### src/pot_defines.vh
// Constants for the prescaled overflow timer: APB offsets, fields, timing.
// Assumes inclusion by bare name from files under src/.
`ifndef POT_DEFINES_VH
`define POT_DEFINES_VH

`define POT_OFF_COUNT_LOW 12'h000
`define POT_OFF_COUNT_HIGH 12'h004
`define POT_OFF_CONTROL 12'h008
`define POT_OFF_FLAGS 12'h00C
`define POT_OFF_INT_ENABLE 12'h010
`define POT_OFF_STATUS 12'h014

`define POT_CTL_SRC0 0
`define POT_CTL_SRC1 1
`define POT_CTL_PRE0 2
`define POT_CTL_PRE1 3
`define POT_CTL_BYTE_FLAG 4
`define POT_CTL_CLR_EN 5
`define POT_CTL_BYTE_SEL 6
`define POT_CTL_FULL_SEL 7
`define POT_FLAGS_FULL 7
`define POT_IEN_ENABLE 7

`define POT_CONTROL_RESET 8'h00
`define POT_OSC_DIV 12
`define POT_STATES 6
`define POT_PHASES 2
`define POT_SAMPLE_A 4'h2
`define POT_SAMPLE_B 4'h8
`define POT_STATE_S6 4'hA

`endif

### src/pot_edge_detect.v
// Two-sample rising-edge detector used for the count and clear inputs.
// Assumes the input is synchronous to pclk; sample strobes come from caller.
`timescale 1ns/1ps
`default_nettype none
module pot_edge_detect (
    input wire pclk,
    input wire presetn,
    input wire sample,
    input wire din,
    output reg rise
);
    reg last_reg;

    always @(posedge pclk or negedge presetn) begin
        if (!presetn) begin
            last_reg <= 1'b0;
            rise <= 1'b0;
        end else begin
            rise <= 1'b0;
            if (sample) begin
                last_reg <= din;
                rise <= din & ~last_reg;
            end
        end
    end
endmodule // pot_edge_detect
`default_nettype wire

### src/pot_phase_gen.v
// Machine cycle state generator: one pclk per phase, twelve phases a cycle.
// Assumes pclk stands for the oscillator clock.
`timescale 1ns/1ps
`default_nettype none
module pot_phase_gen (
    input wire pclk,
    input wire presetn,
    output reg [3:0] phase,
    output reg cycle_end
);
    always @(posedge pclk or negedge presetn) begin
        if (!presetn) begin
            phase <= 4'h0;
            cycle_end <= 1'b0;
        end else begin
            if (phase == 4'hB) begin
                phase <= 4'h0;
            end else begin
                phase <= phase + 4'h1;
            end
            cycle_end <= (phase == 4'hA);
        end
    end
endmodule // pot_phase_gen
`default_nettype wire

### src/pot_timer.v
// Prescaled 16-bit overflow timer with an APB register slave.
// Assumes synchronous pins, pclk as oscillator, machine cycle of 12 clocks.
//
// Local design decisions: the APB register port and the placing of the registers.
`timescale 1ns/1ps
`default_nettype none
`include "pot_defines.vh"
// Behaviour
// - 16-bit count readable as two bytes
// - Stopped, or osc/12, or external source
// - External rising edges advance the prescaler
// - Sample input at S2P1, S5P1; detect low-high
// - Early edge counts next cycle, else later
// - Prescale 1/2/4/8, cleared on change or clear
// - Count readable live, never writable
// - Enabled clear edge zeroes timer, prescaler
// - Byte, full overflow flags set next cycle
// - Full overflow also sets byte flag
// - Byte interrupt needs enable and select
// - Full interrupt needs enable and select
// - Both requests share one interrupt output
// - Only software clears the overflow flags
// - Byte flag at control bit 4
// - Idle holds timer and prescaler cleared
// - Source 01 is osc/12; prescale 11 is /8
// - Flags set in S6, seen next cycle
module pot_timer (
    input wire pclk,
    input wire presetn,
    input wire psel,
    input wire penable,
    input wire pwrite,
    input wire [11:0] paddr,
    input wire [31:0] pwdata,
    output reg [31:0] prdata,
    output reg pready,
    output reg pslverr,
    input wire external_count_input,
    input wire external_clear_input,
    input wire idle_mode,
    output reg timer_irq
);
    wire [3:0] phase;
    wire cycle_end;
    wire count_rise;
    wire clear_rise;
    wire s2p1;
    wire s5p1;
    wire s6;

    reg [7:0] control_reg;
    reg full_flag_reg;
    reg int_enable_reg;
    reg [7:0] count_low_byte_reg;
    reg [7:0] count_high_byte_reg;
    reg [2:0] prescale_reg;
    reg [3:0] cfg_last_reg;
    reg ext_pend_reg;
    reg ext_late_reg;
    reg ext_due_reg;
    reg tick_due_reg;
    reg low_ovf_reg;
    reg full_ovf_reg;
    reg low_ovf_seen_reg;
    reg full_ovf_seen_reg;

    wire [1:0] src_sel;
    wire [1:0] pre_sel;
    wire [2:0] pre_mask;
    wire cfg_change;
    wire clear_now;
    wire src_tick;
    wire pre_out;
    wire [15:0] count_now;
    wire [16:0] count_inc;
    wire apb_write;
    wire apb_read;
    wire set_byte_flag;
    wire set_full_flag;
    reg [31:0] rdata_next;
    reg decode_err;

    assign s2p1 = (phase == `POT_SAMPLE_A);
    assign s5p1 = (phase == `POT_SAMPLE_B);
    assign s6 = (phase == `POT_STATE_S6);
    assign src_sel = {control_reg[`POT_CTL_SRC1], control_reg[`POT_CTL_SRC0]};
    assign pre_sel = {control_reg[`POT_CTL_PRE1], control_reg[`POT_CTL_PRE0]};

    pot_phase_gen u_phase (
        .pclk(pclk),
        .presetn(presetn),
        .phase(phase),
        .cycle_end(cycle_end)
    );

    pot_edge_detect u_count_edge (
        .pclk(pclk),
        .presetn(presetn),
        .sample(s2p1 | s5p1),
        .din(external_count_input),
        .rise(count_rise)
    );

    pot_edge_detect u_clear_edge (
        .pclk(pclk),
        .presetn(presetn),
        .sample(s2p1 | s5p1),
        .din(external_clear_input),
        .rise(clear_rise)
    );

    // Binary prescale code, mask of low prescaler bits that must be ones
    assign pre_mask = (pre_sel == 2'b00) ? 3'b000 :
                      (pre_sel == 2'b01) ? 3'b001 :
                      (pre_sel == 2'b10) ? 3'b011 : 3'b111;
    assign cfg_change = ({src_sel, pre_sel} != cfg_last_reg);
    assign clear_now = idle_mode |
                       (control_reg[`POT_CTL_CLR_EN] & clear_rise) |
                       cfg_change;
    // One source tick per machine cycle at most, on the cycle boundary
    assign src_tick = cycle_end & ((src_sel == 2'b01) |
                      (src_sel[1] & ext_due_reg));
    assign pre_out = src_tick & ((prescale_reg & pre_mask) == pre_mask);
    assign count_now = {count_high_byte_reg, count_low_byte_reg};
    assign count_inc = {1'b0, count_now} + 17'h00001;

    always @(posedge pclk or negedge presetn) begin
        if (!presetn) begin
            prescale_reg <= 3'h0;
            cfg_last_reg <= 4'h0;
            ext_pend_reg <= 1'b0;
            ext_late_reg <= 1'b0;
            ext_due_reg <= 1'b0;
            count_low_byte_reg <= 8'h00;
            count_high_byte_reg <= 8'h00;
            low_ovf_reg <= 1'b0;
            full_ovf_reg <= 1'b0;
            tick_due_reg <= 1'b0;
        end else begin
            cfg_last_reg <= {src_sel, pre_sel};
            tick_due_reg <= pre_out;
            if (clear_now) begin
                prescale_reg <= 3'h0;
                ext_pend_reg <= 1'b0;
                ext_late_reg <= 1'b0;
                ext_due_reg <= 1'b0;
                count_low_byte_reg <= 8'h00;
                count_high_byte_reg <= 8'h00;
                low_ovf_reg <= 1'b0;
                full_ovf_reg <= 1'b0;
            end else begin
                // Edge seen by S2P1 counts next cycle, later edge one more
                if (count_rise && phase <= `POT_SAMPLE_A + 4'h1) begin
                    ext_pend_reg <= 1'b1;
                end else if (count_rise) begin
                    ext_late_reg <= 1'b1;
                end
                // Late edge waits one extra machine cycle in the pipe
                if (cycle_end) begin
                    ext_due_reg <= ext_pend_reg;
                    ext_pend_reg <= ext_late_reg;
                    ext_late_reg <= 1'b0;
                    low_ovf_reg <= 1'b0;
                    full_ovf_reg <= 1'b0;
                end
                if (src_tick) begin
                    prescale_reg <= prescale_reg + 3'h1;
                end
                if (pre_out) begin
                    count_low_byte_reg <= count_inc[7:0];
                    count_high_byte_reg <= count_inc[15:8];
                    low_ovf_reg <= (count_low_byte_reg == 8'hFF);
                    full_ovf_reg <= count_inc[16];
                end
            end
        end
    end

    // Overflows happen at cycle start; flags rise at S6 of that cycle
    assign set_byte_flag = s6 & (low_ovf_reg | full_ovf_reg);
    assign set_full_flag = s6 & full_ovf_reg;

    assign apb_write = psel & penable & pwrite;
    assign apb_read = psel & ~pwrite;

    always @* begin
        rdata_next = 32'h00000000;
        decode_err = 1'b0;
        case (paddr)
            `POT_OFF_COUNT_LOW: rdata_next[7:0] = count_low_byte_reg;
            `POT_OFF_COUNT_HIGH: rdata_next[7:0] = count_high_byte_reg;
            `POT_OFF_CONTROL: rdata_next[7:0] = control_reg;
            `POT_OFF_FLAGS: rdata_next[`POT_FLAGS_FULL] = full_flag_reg;
            `POT_OFF_INT_ENABLE: rdata_next[`POT_IEN_ENABLE] = int_enable_reg;
            `POT_OFF_STATUS: rdata_next[3:0] = phase;
            default: decode_err = 1'b1;
        endcase
    end

    always @(posedge pclk or negedge presetn) begin
        if (!presetn) begin
            control_reg <= `POT_CONTROL_RESET;
            full_flag_reg <= 1'b0;
            int_enable_reg <= 1'b0;
            pready <= 1'b0;
            pslverr <= 1'b0;
            prdata <= 32'h00000000;
            timer_irq <= 1'b0;
            low_ovf_seen_reg <= 1'b0;
            full_ovf_seen_reg <= 1'b0;
        end else begin
            pready <= psel & ~penable;
            pslverr <= psel & ~penable & decode_err;
            if (psel && !penable && apb_read) begin
                prdata <= rdata_next;
            end
            low_ovf_seen_reg <= set_byte_flag;
            full_ovf_seen_reg <= set_full_flag;
            if (apb_write && pready && !pslverr) begin
                case (paddr)
                    `POT_OFF_CONTROL: control_reg <= pwdata[7:0];
                    `POT_OFF_FLAGS:
                        full_flag_reg <= pwdata[`POT_FLAGS_FULL];
                    `POT_OFF_INT_ENABLE:
                        int_enable_reg <= pwdata[`POT_IEN_ENABLE];
                    default: control_reg <= control_reg;
                endcase
            end
            // Set beats a software clear in the same cycle
            if (set_byte_flag) begin
                control_reg[`POT_CTL_BYTE_FLAG] <= 1'b1;
            end
            if (set_full_flag) begin
                full_flag_reg <= 1'b1;
            end
            // Shared request, recognised from the cycle after the flag
            timer_irq <= int_enable_reg &
                ((control_reg[`POT_CTL_BYTE_SEL] &
                  control_reg[`POT_CTL_BYTE_FLAG]) |
                 (control_reg[`POT_CTL_FULL_SEL] & full_flag_reg));
        end
    end
endmodule // pot_timer
`default_nettype wire

### config.mk
export PLATFORM = sky130hd
export DESIGN_NAME = pot_timer
export DESIGN_NICKNAME = d
export VERILOG_FILES = /design/src/pot_edge_detect.v /design/src/pot_phase_gen.v /design/src/pot_timer.v
export VERILOG_INCLUDE_DIRS = /design/src /design/src/src
export SDC_FILE = /design/constraint.sdc
export NUM_CORES = 1
export LEC_CHECK = 0
export ABC_AREA = 1
export BUFFER_PORTS_ARGS = -buffer_cell sky130_fd_sc_hd__buf_4
export CAP_MARGIN = 20
export CORE_UTILIZATION = 50
export CTS_BUF_LIST = sky130_fd_sc_hd__clkbuf_8
export DETAILED_ROUTE_END_ITERATION = 8
export PLACE_DENSITY = 0.86
export SLEW_MARGIN = 5
export SYNTH_ARGS = -nofsm -noshare
export SYNTH_HDL_FRONTEND = slang
export SYNTH_SLANG_ARGS = --single-unit
### constraint.sdc
create_clock -name pclk -period 2 [get_ports pclk]
set_input_delay 0.4 -clock pclk [delete_from_list [all_inputs] [get_ports pclk]]
set_output_delay 0.4 -clock pclk [all_outputs]
set_load 0.01 [all_outputs]
==> impl_metrics.ini <==
[placement]
port_buffers = 38
gp_congestion = 0.850
hpwlAfterDp_um = 5400

[global_routing]
grt_pass1_vias = 2825
track_usage = 0.227
antenna_found_initial = 0
overflow = 0
grt_pass1_wl_um = 12600
grt_max_degree = 59

[synth]
syn_avg_cell_area_um2 = 7.69
async_flop_share = 1.00
synth_top_area_frac = 0.438
synth_edf_count = 0
synth_area_mm2 = 0.00332
synthFlopType = dfrtp_1
synth.largest_area_cell = dfrtp_1
synth_warnings = 0
synth_area_leaders = dfrtp_1, nand2_1, inv_1
ys_types = 34
synth-seq-area-share = 0.438
synth-seq-cells = 58
synthCells = 431

[cts]
tritoncts = yes
cts_buffers = 9
path_clk_slew_ns = 0.07
cts_resized = 0
htree_levels = 3
clock_path_buffers = 2
post_cts_buffers = 0
root_buffer = clkbuf_8
clock-sinks = 58
holdBufCountCts = 0
clk_latency_ns = 0.35

[timing]
finClkSkew_ns = 0.00533
maxSlewViolCount = 0
grt_setup_unrepaired = no
slew_headroom = 0.518
fmax_ghz = 0.588
fin_tns_setup_ns = 0
worst_pin_slew_ns = 0.723
period_share = 0.850
finalHoldViolations = 0
setup_viol = 0
min_period_ns = 1.70

[worst_setup_path]
critPathMaxFanout = 5
cp_slowest_cell = dfrtp_1
crit_top_cell = nand2_1
cp-start-kind = flip-flop
cp_cell_sequence = ha_1 > nand2_1 > inv_1 > nand3_1 > nor3_4 > nand2_1 > nor2_1 > nand2_1 > nand2_1
required_ns = 2.28
cp_slowest_stage_delay_ns = 0.42
crit_path_end_kind = flip-flop
arrival_ns = 1.98
criticalPathCategory = flip-flop to flip-flop

[pwr]
seqPwrFrac = 0.467
power_density_mw_per_mm2 = 664
leakage_nw = 1.99
ir_drop_uv = 443
power_mw = 2.54
internal_power_mw = 1.96
pwr-share-clk = 0.472
p_comb_frac = 0.061
power.switching_mw = 0.574
switching_share = 0.226

[die]
fp-row-count = 29
die_area_mm2 = 0.00696
die_x_um = 83.4
initial_utilization = 0.519
ios = 87
core_mm2 = 0.00639
die_h_um = 83.4

[min_path]
min-delay-path-class = input pin to asynchronous set/reset pin

[layout]
regArea_mm2 = 0.00145
final_nets = 536
final_common_cell = nand2_1
area_delta_synth_final_pct = 15.2
layout_common_cells = nand2_1, inv_1, dfrtp_1
num_antenna_cells = 0
multi_input_area_mm2 = 0.00149
drive_above_1_share = 0.163
fillerInstances = 561

[routing]
drtIter0Drc = 278
drcViolationCount = 0
drtAntennaViolNets = 0
via_per_inst = 5.26
vias = 2950
drt_first_pass_iters = 6
wirelength_um = 7390
wl_per_cell_um = 13.2

[status]
status = complete, no violations

[run]
cap_violations = 0
==> worst max-delay path: cells and delay by family (launching register included) <==
kind / cells / cell delay, ns
DFF: 1 / 0.42
buffers and inverters: 1 / 0.09
adders and majority gates: 1 / 0.20
and+or+nand+nor: 7 / 0.94
==> final timing paths <==
path / from / cells past startpoint / end / slack [ns]
setup / recovery: count_low_byte_reg[0] / 9 / full_ovf_reg / 0.30
hold / removal: presetn / 1 / u_count_edge.last_reg / 0.10
setup reg to reg: count_low_byte_reg[0] / 9 / full_ovf_reg / 0.30
hold reg to reg: u_count_edge.last_reg / 1 / u_count_edge.rise / 0.43
max in group asynchronous: presetn / 1 / count_high_byte_reg[2] / 1.41
min in group pclk: penable / 2 / pready / 0.26
==> cells by family after synthesis <==
kind of cell,count (synthesis),synth area share
buf+inv,92,0.138
xor+xnor,4,0.0106
other cells,1,0.00113
simple gates,207,0.290
flops,58,0.438
fa+ha+maj,5,0.0189
compound gates,64,0.103
==> power groups by stage <==
stage               clock network (mW)  logic, mW  registers [mW]
global route                      1.27      0.172            1.18
global placement                     0      0.149            1.21
finish                            1.20      0.154            1.18
detailed placement                   0      0.154            1.21
CTS                               1.22      0.155            1.18
floorplan                            0      0.101            1.21
==> through the flow <==
step | worst slack, ns | cell area, um^2 | hold slack [ns] | util | instances
6_report | 0.300 | 3820 | 0.105 | 0.598 | 561
5_1_grt | 0.192 | 3820 | 0.157 | 0.598 | 561
4_1_cts | 0.332 | 3820 | 0.130 | 0.598 | 561
3_5_place_dp | 0.298 | 3600 | 0.423 | 0.564 | 545
3_3_place_gp | 0.329 | 3600 | 0.412 | 0.564 | 545
2_1_floorplan | 0.599 | 3400 | 0.104 | - | 454
==> synthesized netlist by cell type, types with 3 or more instances <==
| cell type | count |
|---|---|
| a21oi_1 | 14 |
| buf_4 | 25 |
| dfrtp_1 | 58 |
| ha_1 | 5 |
| inv_1 | 61 |
| nand2_1 | 96 |
| nand3_1 | 40 |
| nand4_1 | 5 |
| nor2_1 | 41 |
| nor2_2 | 3 |
| nor2_4 | 3 |
| nor3_1 | 8 |
| o21ai_0 | 38 |
| o21ai_1 | 4 |
| xor2_1 | 3 |
==> metal layers <==
layer	up-vias	wire length [um]	track usage
met5	-	0	0
li1	1433	-	-
met2	105	3620	0.367
met3	22	383	0.0726
met4	0	195	0.0924
met1	1390	3200	0.281
==> layout make-up <==
cell class | instances | share of cell area
multi-input cells | 304 | 0.391
repair buffers | 43 | 0.0845
well taps | 77 | 0.0252
inverters | 63 | 0.0622
flip-flops and latches | 58 | 0.380
clock inverters | 6 | 0.0213
clock buffers | 10 | 0.0360
No activity file was read; power rests on OpenSTA's default activity.
